==> config.mk <==
export PLATFORM = sky130hd
export DESIGN_NAME = loopback_select_loopback
export DESIGN_NICKNAME = d
export VERILOG_FILES = /design/src/verilog/loopback_select_pkg.sv /design/src/verilog/gap_counter.sv /design/src/verilog/loopback_select_loopback.sv
export SDC_FILE = /design/constraint.sdc
export NUM_CORES = 1
export LEC_CHECK = 0
export ABC_AREA = 1
export BUFFER_PORTS_ARGS = -buffer_cell sky130_fd_sc_hd__clkbuf_2
export CORE_AREA = 2 2 95 74
export DETAILED_ROUTE_END_ITERATION = 6
export DIE_AREA = 0 0 97 76
export MAX_ROUTING_LAYER = met4
export PLACE_DENSITY = 0.61
export SLEW_MARGIN = 0
export SYNTH_ARGS = -nofsm -noshare
export SYNTH_HDL_FRONTEND = slang
export SYNTH_HIERARCHICAL = 1
export SYNTH_SLANG_ARGS = --single-unit
==> constraint.sdc <==
create_clock -name clock_i -period 1.9 [get_ports clock_i]
set_input_delay 0.38 -clock clock_i [delete_from_list [all_inputs] [get_ports clock_i]]
set_output_delay 0.38 -clock clock_i [all_outputs]
set_load 0.1 [all_outputs]
==> src/verilog/loopback_select_pkg.sv <==
package loopback_select_pkg;

    // =========================================================
    // Register map, word aligned byte addresses.
    localparam logic [4:0] MISC_CTRL_OFS = 5'h00;
    localparam logic [4:0] HOST_BUS_OFS = 5'h04;
    localparam logic [4:0] MISC_READ_OFS = 5'h08;
    localparam logic [4:0] IRQ_STATUS_OFS = 5'h0C;
    localparam logic [4:0] IRQ_ENABLE_OFS = 5'h10;
    localparam logic [4:0] IRQ_CLEAR_OFS = 5'h14;
    localparam logic [4:0] GAP_CTRL_OFS = 5'h18;

    // =========================================================
    // Miscellaneous control field positions.
    localparam int CTL_SELFTEST_LAMP = 0;
    localparam int CTL_HOST_INIT_LAMP = 1;
    localparam int CTL_LOOPBACK_SELECT = 2;
    localparam int CTL_GAP_TEST_ROUTE = 3;
    localparam int CTL_TEST_CLOCK_STROKE = 4;
    localparam int CTL_WRITE_GATE = 5;
    localparam int CTL_ERASE = 6;
    localparam int CTL_WIDTH = 7;
    // Both lamps lit, everything else off.
    localparam logic [CTL_WIDTH-1:0] CTL_RESET = 7'h03;

    // Host bus field, miscellaneous read fields.
    localparam int HOST_IRQ_BIT = 0;
    localparam int RD_WRITE_GATE = 0;
    localparam int RD_ERASE = 1;
    localparam int RD_HOST_IRQ = 2;
    localparam int RD_GAP_DETECTED = 3;
    localparam int RD_LOOPBACK = 4;

    // Interrupt status fields.
    localparam int EV_GAP_FALL = 0;
    localparam int EV_GAP_RISE = 1;
    localparam int EV_WIDTH = 2;

    // Gap control: write one to restart counter and flip-flop.
    localparam int GAP_CLEAR_BIT = 0;

    // =========================================================
    // Timing counts.
    localparam int GAP_STROKES = 8;

    // =========================================================
    // Types.
    typedef enum logic [1:0] {
        BUS_IDLE = 2'b01,
        BUS_ACK = 2'b10
    } bus_state_t;

    typedef struct packed {
        logic data_rx;
        logic cmd_rx;
        logic tx_clk;
        logic rx_clk;
    } ser_in_t;

    typedef struct packed {
        logic rd_data;
        logic status;
        logic rd_clk;
        logic wr_clk;
        logic data_tx;
        logic cmd_tx;
    } pin_sample_t;

endpackage

==> src/verilog/gap_counter.sv <==
`timescale 1ns/1ps
module gap_counter
    import loopback_select_pkg::*;
#(
    parameter int STROKES = GAP_STROKES
) (
    input wire logic clock_i,
    input wire logic sys_rst_i,
    input wire logic stroke_i,
    input wire logic restart_i,
    input wire logic clear_i,
    output logic gap_detected_o
);

    // =========================================================
    // Counter and gap flip-flop.
    logic [3:0] count;
    logic [3:0] next_count;
    logic next_gap;

    always_comb begin
        next_count = count;
        next_gap = gap_detected_o;
        if (clear_i) begin
            // An eighth stroke landing with the clear still sets the gap.
            next_count = 4'h0;
            next_gap = stroke_i && !restart_i && !gap_detected_o
                && count == 4'(STROKES - 1);
        end else if (restart_i) begin
            // Activity on the source restarts the count only.
            next_count = 4'h0;
        end else if (stroke_i && !gap_detected_o) begin
            if (count == 4'(STROKES - 1)) begin
                next_gap = 1'b1;
                next_count = 4'h0;
            end else begin
                next_count = count + 4'h1;
            end
        end
    end

    always_ff @(posedge clock_i or posedge sys_rst_i) begin
        if (sys_rst_i) begin
            count <= 4'h0;
            gap_detected_o <= 1'b0;
        end else begin
            count <= next_count;
            gap_detected_o <= next_gap;
        end
    end
endmodule

==> src/verilog/loopback_select_loopback.sv <==
// Our own choices: the register addresses and register access over Avalon-MM.
`timescale 1ns/1ps
module loopback_select_loopback
    import loopback_select_pkg::*;
(
    input wire logic clock_i,
    input wire logic sys_rst_i,
    input wire logic [4:0] avs_address,
    input wire logic avs_read,
    input wire logic avs_write,
    input wire logic [31:0] avs_writedata,
    output logic [31:0] avs_readdata,
    output logic avs_waitrequest,
    input wire logic data_chan_tx_i,
    input wire logic cmd_chan_tx_i,
    output logic data_chan_rx_o,
    output logic cmd_chan_rx_o,
    output logic ser_tx_clk_o,
    output logic ser_rx_clk_o,
    output logic gap_detect_n_o,
    input wire logic drive_rd_data_i,
    input wire logic drive_status_i,
    input wire logic drive_rd_clk_i,
    input wire logic drive_wr_clk_i,
    output logic drive_wr_data_o,
    output logic drive_cmd_o,
    output logic drive_write_gate_o,
    output logic drive_erase_o,
    output logic selftest_lamp_o,
    output logic host_init_lamp_o,
    output logic host_irq_request_o,
    output logic irq_o
);

    // =========================================================
    // Pin synchronisers; only stage two is read by logic.
    pin_sample_t pin_raw;
    pin_sample_t pin_meta;
    pin_sample_t pin_sync;

    assign pin_raw = '{rd_data: drive_rd_data_i, status: drive_status_i,
                       rd_clk: drive_rd_clk_i, wr_clk: drive_wr_clk_i,
                       data_tx: data_chan_tx_i, cmd_tx: cmd_chan_tx_i};

    always_ff @(posedge clock_i or posedge sys_rst_i) begin
        if (sys_rst_i) begin
            pin_meta <= '0;
            pin_sync <= '0;
        end else begin
            pin_meta <= pin_raw;
            pin_sync <= pin_meta;
        end
    end

    // =========================================================
    // Avalon slave handshake: one wait cycle, then the answer.
    bus_state_t bus_state;
    bus_state_t next_bus_state;
    logic bus_req;
    logic bus_take;
    logic wr_take;

    assign bus_req = avs_read || avs_write;
    assign avs_waitrequest = bus_req && (bus_state != BUS_ACK);
    assign bus_take = bus_req && (bus_state == BUS_ACK);
    assign wr_take = bus_take && avs_write;

    always_comb begin
        case (bus_state)
            BUS_IDLE: begin
                next_bus_state = bus_req ? BUS_ACK : BUS_IDLE;
            end
            BUS_ACK: begin
                next_bus_state = BUS_IDLE;
            end
            default: begin
                next_bus_state = BUS_IDLE;
            end
        endcase
    end

    always_ff @(posedge clock_i or posedge sys_rst_i) begin
        if (sys_rst_i) begin
            bus_state <= BUS_IDLE;
        end else begin
            bus_state <= next_bus_state;
        end
    end

    // =========================================================
    // Software registers.
    logic [CTL_WIDTH-1:0] misc_ctrl;
    logic [CTL_WIDTH-1:0] next_misc_ctrl;
    logic host_irq_request;
    logic next_host_irq_request;
    logic [EV_WIDTH-1:0] irq_status;
    logic [EV_WIDTH-1:0] next_irq_status;
    logic [EV_WIDTH-1:0] irq_enable;
    logic [EV_WIDTH-1:0] next_irq_enable;
    logic [EV_WIDTH-1:0] events;
    logic gap_clear;
    logic [31:0] next_readdata;
    logic gap_detected;

    // Lamps, write gate and erase are only what software last wrote:
    // the self-test and host init sequencing live in firmware.
    always_comb begin
        next_misc_ctrl = misc_ctrl;
        next_host_irq_request = host_irq_request;
        next_irq_enable = irq_enable;
        next_irq_status = irq_status;
        gap_clear = 1'b0;
        if (wr_take) begin
            case (avs_address)
                MISC_CTRL_OFS: begin
                    next_misc_ctrl = avs_writedata[CTL_WIDTH-1:0];
                end
                HOST_BUS_OFS: begin
                    next_host_irq_request = avs_writedata[HOST_IRQ_BIT];
                end
                IRQ_ENABLE_OFS: begin
                    next_irq_enable = avs_writedata[EV_WIDTH-1:0];
                end
                IRQ_CLEAR_OFS: begin
                    next_irq_status = irq_status
                        & ~avs_writedata[EV_WIDTH-1:0];
                end
                GAP_CTRL_OFS: begin
                    gap_clear = avs_writedata[GAP_CLEAR_BIT];
                end
                default: begin
                    next_misc_ctrl = misc_ctrl;
                end
            endcase
        end
        // A new event wins over a clear in the same cycle.
        next_irq_status = next_irq_status | events;
    end

    // Miscellaneous readback takes write gate, erase and host request from the driven lines.
    always_comb begin
        next_readdata = 32'h0000_0000;
        case (avs_address)
            MISC_CTRL_OFS: begin
                next_readdata[CTL_WIDTH-1:0] = misc_ctrl;
            end
            HOST_BUS_OFS: begin
                next_readdata[HOST_IRQ_BIT] = host_irq_request;
            end
            MISC_READ_OFS: begin
                next_readdata[RD_WRITE_GATE] = drive_write_gate_o;
                next_readdata[RD_ERASE] = drive_erase_o;
                next_readdata[RD_HOST_IRQ] = host_irq_request_o;
                next_readdata[RD_GAP_DETECTED] = gap_detected;
                next_readdata[RD_LOOPBACK] =
                    misc_ctrl[CTL_LOOPBACK_SELECT];
            end
            IRQ_STATUS_OFS: begin
                next_readdata[EV_WIDTH-1:0] = irq_status;
            end
            IRQ_ENABLE_OFS: begin
                next_readdata[EV_WIDTH-1:0] = irq_enable;
            end
            default: begin
                next_readdata = 32'h0000_0000;
            end
        endcase
    end

    always_ff @(posedge clock_i or posedge sys_rst_i) begin
        if (sys_rst_i) begin
            misc_ctrl <= CTL_RESET;
            host_irq_request <= 1'b0;
            irq_enable <= '0;
            irq_status <= '0;
            avs_readdata <= 32'h0000_0000;
        end else begin
            misc_ctrl <= next_misc_ctrl;
            host_irq_request <= next_host_irq_request;
            irq_enable <= next_irq_enable;
            irq_status <= next_irq_status;
            if (avs_read && bus_state == BUS_IDLE) begin
                avs_readdata <= next_readdata;
            end
        end
    end

    assign selftest_lamp_o = misc_ctrl[CTL_SELFTEST_LAMP];
    assign host_init_lamp_o = misc_ctrl[CTL_HOST_INIT_LAMP];
    assign drive_write_gate_o = misc_ctrl[CTL_WRITE_GATE];
    assign drive_erase_o = misc_ctrl[CTL_ERASE];
    assign host_irq_request_o = host_irq_request;
    assign irq_o = |(irq_status & irq_enable);

    // =========================================================
    // Loopback multiplexer, registered toward the serial chip.
    // Drive clock paths gain three cycles of latency, the test clock one; the test clock is
    // a register bit, so it runs far slower than a drive clock.
    logic loop_sel;
    logic test_clk;
    ser_in_t ser_in;
    ser_in_t next_ser_in;
    logic gap_src;
    logic gap_src_last;
    logic next_gap_src;
    logic rx_src;
    logic rx_src_last;
    logic drv_wr_data;
    logic drv_cmd;

    assign loop_sel = misc_ctrl[CTL_LOOPBACK_SELECT];
    assign test_clk = misc_ctrl[CTL_TEST_CLOCK_STROKE];

    always_comb begin
        if (loop_sel) begin
            next_ser_in.data_rx = pin_sync.data_tx;
            next_ser_in.cmd_rx = pin_sync.cmd_tx;
            next_ser_in.tx_clk = test_clk;
            next_ser_in.rx_clk = test_clk;
        end else begin
            next_ser_in.data_rx = pin_sync.rd_data;
            next_ser_in.cmd_rx = pin_sync.status;
            next_ser_in.tx_clk = pin_sync.wr_clk;
            next_ser_in.rx_clk = pin_sync.rd_clk;
        end
        next_gap_src = misc_ctrl[CTL_GAP_TEST_ROUTE]
            ? test_clk : pin_sync.rd_clk;
    end

    // The command channel needs only its data lines (asynchronous);
    // the data channel is given both clocks (synchronous).
    always_ff @(posedge clock_i or posedge sys_rst_i) begin
        if (sys_rst_i) begin
            ser_in <= '0;
            gap_src <= 1'b0;
            gap_src_last <= 1'b0;
            rx_src_last <= 1'b0;
            drv_wr_data <= 1'b0;
            drv_cmd <= 1'b0;
        end else begin
            ser_in <= next_ser_in;
            gap_src <= next_gap_src;
            gap_src_last <= gap_src;
            rx_src_last <= rx_src;
            drv_wr_data <= pin_sync.data_tx;
            drv_cmd <= pin_sync.cmd_tx;
        end
    end

    assign rx_src = ser_in.data_rx;
    assign data_chan_rx_o = ser_in.data_rx;
    assign cmd_chan_rx_o = ser_in.cmd_rx;
    assign ser_tx_clk_o = ser_in.tx_clk;
    assign ser_rx_clk_o = ser_in.rx_clk;
    assign drive_wr_data_o = drv_wr_data;
    assign drive_cmd_o = drv_cmd;

    // =========================================================
    // Gap detection and its events.
    logic gap_stroke;
    logic gap_restart;
    logic gap_last;

    assign gap_stroke = gap_src && !gap_src_last;
    assign gap_restart = rx_src != rx_src_last;

    gap_counter #(
        .STROKES(GAP_STROKES)
    ) u_gap (
        .clock_i(clock_i),
        .sys_rst_i(sys_rst_i),
        .stroke_i(gap_stroke),
        .restart_i(gap_restart),
        .clear_i(gap_clear),
        .gap_detected_o(gap_detected)
    );

    always_ff @(posedge clock_i or posedge sys_rst_i) begin
        if (sys_rst_i) begin
            gap_last <= 1'b0;
        end else begin
            gap_last <= gap_detected;
        end
    end

    // The gap signal toward the serial chip is active low.
    assign gap_detect_n_o = !gap_detected;
    assign events[EV_GAP_FALL] = gap_detected && !gap_last;
    assign events[EV_GAP_RISE] = !gap_detected && gap_last;
endmodule

# == After elaboration in Yosys (flattened, before gate mapping) ==
# Cells that the tools add are included.
# Widths: inputs -> output; s select.
# word_totals
regBits,48
in_bits,47
output_inout_bits,46
elab_cells,92
# classes
n_addsub,1
n_eq_ne,12
mux,20
n_bitwise,4
reduce_logical,25
# ops
operator,n
$mux 4,5
$eq 5x5->1 const B,3
$logic_and 1x1->1,11
$eq 5x4->1 const B,2
$mux 2,5
$mux 1,7
$pmux 3 s2,1
$reduce_and 2->1,3
$eq 5x3->1 const B,1
$logic_not 5->1,1
$pmux 1 s5,1
$add 4x1->4 const B,1
$and 2x2->2,2
$eq 4x3->1 const B,1
$logic_not 1->1,4
$ne 2x2->1 const B,2
$pmux 1 s4,1
$reduce_bool 2->1,2
$reduce_and 3->1,1
$reduce_bool 3->1,1
$eq 2x1->1 const B,1
$eq 2x2->1 const B,1
$not 2->2,1
$or 2x2->2,1
3 further kinds,3

# == Longest topological paths before layout ==
# depth
word_depth,6
ltp_mapped,10
depth_no_buf,10

# == Modules after synthesis ==
# The synthesis kept the hierarchy.
# modules_own_cells
module,n_inst,cells_each,area_per_inst_um2,seq_area_each_um2
loopback_select_loopback,1,198,1915.6,1079.8
gap_counter,1,36,277.8,125.1

# == Least setup slack after synthesis ==
# Ideal clock, no wire load.
# synth_timing
path_type,reg2out
from,reg bus_state[0]
to,out avs_waitrequest
t_arrival_ns,2.019
required_time_ns,1.520
path_slack_ns,-0.499
stages_incl_launch_ff,3
n_path_buf,0
cell_sequence,dfstp_2 inv_1 a21oi_1
# synth_between
elab_chain_cells,2
# synth_lines
item,line_no,source
from (decl),loopback_select_loopback.sv:57,bus_state_t bus_state;
from (signal assigned),loopback_select_loopback.sv:86,bus_state <= next_bus_state;
$ne 2x2->1,loopback_select_loopback.sv:64,assign avs_waitrequest = bus_req && (bus_state != BUS_ACK);
$logic_and 1x1->1,loopback_select_loopback.sv:64,
to (decl),loopback_select_loopback.sv:13,"output logic avs_waitrequest,"
# Every way passes these cells.

# == Worst setup path in the final report ==
# layout_timing
from,reg u_gap.gap_detected_o
to,out gap_detect_n_o
# layout_between
elab_chain_cells,1
# layout_lines
item,line_no,source
from (decl),gap_counter.sv:12,output logic gap_detected_o
from (signal assigned),gap_counter.sv:48,gap_detected_o <= next_gap;
$logic_not 1->1,loopback_select_loopback.sv:287,assign gap_detect_n_o = !gap_detected;
to (decl),loopback_select_loopback.sv:20,"output logic gap_detect_n_o,"
# Every way passes these cells.

==> out/qor.txt <==
multi-input logic area: 773 sq um
initial antenna violation count: 0
Antenna Nets Post-Route: 0
GRT Overall Usage: 12.0%
Clock Tree Root: clkbuf_8
synth-to-layout area growth: 15.6%
M2 GR Usage: 16.4%
Clock Tree Buf Depth: 2
IO Pins: 93
status: finished clean
PortBufs: 42
worst-margin pin slew: 0.552 ns
Worst R2R Setup Slack: 0.31 ns
Pleak: 1.35 nW
Async SR Flop Fraction: 100%
Mapped Cells: 234
Cell Rows: 26
Routed WL per cell: 10.9 microns
Hold Slack: 0.181 ns
Residual DRC: 0
final worst path period share: 89.9%
Routed WL: 3990 microns
GR peak layer: met1
clk_skew: 0.00446 ns
synthesized area: 2190 sq um
layout cell share with drive strength beyond 1: 25.8%
hold_buf cts: 1
Nets: 330
Detailed Route Iter0 Violations: 91
n_diodes: 0
critical path required time: 1.52 ns
syn avg cell area: 9.37 sq um
Reg2Reg Launch Point: bus_state[0]
max-cap viol count: 0
PwrDens: 1280 nW/um^2
Num CTS Buffers: 5
core area: 6540 sq um
Post-CTS Resized: 0
worst min path class: in2reg
Max VDD drop: 0.614 mV
met1 usage: 17.5%
RSZ-0062 raised after global routing: false
crit path max fanout: 4
Final min period: 1.71 ns
# fillers: 659
GP Congestion: 0.849
most common cell after layout, fill and taps aside: nand2_1
clock latency on the worst-skew pair: 0.30 ns
sequential-to-total area share from yosys stat: 54.9%
vias in the first global route: 1453
Sink Count: 48
most frequent cells in the layout: 54 x nand2_1, 45 x dfrtp_1, 41 x clkbuf_2
DIE HEIGHT: 76 microns
synth warn: 6
Fin. Hold Viols: 0
Critical Path Start: u_gap/gap_detected_o
global-route wire length before repair: 7050 microns
H-tree depth: 2
total negative slack: 0 ns
fmax: 585 MHz
setup bufs post-CTS: 0
Die ar.: 7370 sq um
Top FF cell, synth: dfrtp_1
gr ovfl total: 0
initial core utilization: 33.5%
CTS tree: yes
first drt pass iteration count: 4
FF/Latch Area: 1200 sq um
M3 GR Usage: 3.58%
Max-slew headroom: 63.3%
final setup vio count: 0
dpl hpwl: 2970 microns
R2R depth: 10
CP Class: reg2out
Worst Setup EP: gap_detect_n_o
via count: 1568
Yosys cell types: 28
DIE WIDTH: 97 microns
Worst EP arrival: 1.33 ns
CP startpoint kind: register
largest net degree at the start of global routing: 44
R2R Path End: u_gap/count[3]
EDFF count, synth: 0
clk slew on worst S/H paths: 0.09 ns
Final Max Tran Viols: 0
endpoint type of the worst setup path: output port
Via density: 4.27
post-synthesis sequential element count: 48
how the worst min path moves through the flow:
stage                                end  slack (ns)  depth (start not counted)            start
after floorplan           u_gap/count[0]        0.16                          1        sys_rst_i
after global placement    u_gap/count[1]        0.29                          2        sys_rst_i
after detailed placement  u_gap/count[1]        0.29                          2        sys_rst_i
after CTS                    pin_meta[4]        0.17                          1   drive_status_i
after global routing         pin_meta[4]        0.16                          1   drive_status_i
final                        pin_meta[5]        0.18                          1  drive_rd_data_i
sequential cells by signal, indices dropped and copies added (netlist names), 2 cells and up:
name	flops
avs_readdata	7
pin_sync	6
pin_meta	6
bus_state	2
irq_status	2
misc_ctrl	7
u_gap/count	4
irq_enable	2
stage by stage:
| step | std cells | total power [mW] | instance area, sq um | worst slack, ns | util, % |
|---|---|---|---|---|---|
| after floorplan | 258 | 2.36 | 2290 | 0.0590 | - |
| after global placement | 358 | 2.50 | 2410 | 0.177 | 36.9 |
| after detailed placement | 358 | 2.51 | 2410 | 0.203 | 36.9 |
| after CTS | 367 | 3.28 | 2540 | 0.176 | 38.8 |
| after global routing | 367 | 3.41 | 2540 | 0.111 | 38.8 |
| final | 367 | 3.25 | 2540 | 0.192 | 38.8 |
final cells by class:
type	instances	area share [%]
Timing Repair Buffer	45	9.37
Tap cell	84	4.14
Inverter	26	3.95
Clock inverter	3	1.83
Multi-Input combinational cell	156	30.5
Clock buffer	5	2.71
Sequential cell	48	47.5
routing by layer:
layer	routed length [microns]	share of wire [%]	vias up
li1	-	-	784
met1	2000	50	729
met2	1730	43	53
met3	262	6.6	2
met4	10	0.25	0
met5	0	0	-
worst max-delay path, stage by stage, from the launching register on:
cell	delay (ns)
dfrtp_1	0.41
inv_1	0.14
clkbuf_2	0.48
cells in the mapped netlist, types with 3 or more instances:
cell     number  area share, %
nor2_1       19            3.3
nand3_1      14            3.2
a21oi_1       3           0.68
buf_4        25            8.6
o21ai_0      10            2.3
dfstp_2       3            3.6
nand2_1      54            9.2
a21oi_2       3            1.2
nor2_4        3            1.5
nand4_1       8            2.3
o22ai_1       4            1.1
inv_1        24            4.1
dfrtp_1      45             51
logic make-up (layout without fill, tap and decap cells):
logic type	Yosys count	in the layout	synth area share, %
buf+inv	54	79	14.1
flops	48	48	54.9
other cells	1	25	0.171
simple gates	106	106	23.3
xor+xnor	1	1	0.399
fa+ha+maj	1	1	0.570
compound gates	23	23	6.50
where the power goes:
| part | internal (mW) | switching [mW] |
|---|---|---|
| registers | 1.17 | 0.0893 |
| clock network | 0.397 | 0.362 |
| logic | 0.190 | 1.04 |
| total | 1.76 | 1.49 |
Note: power is estimated with default switching activity, not from simulation.
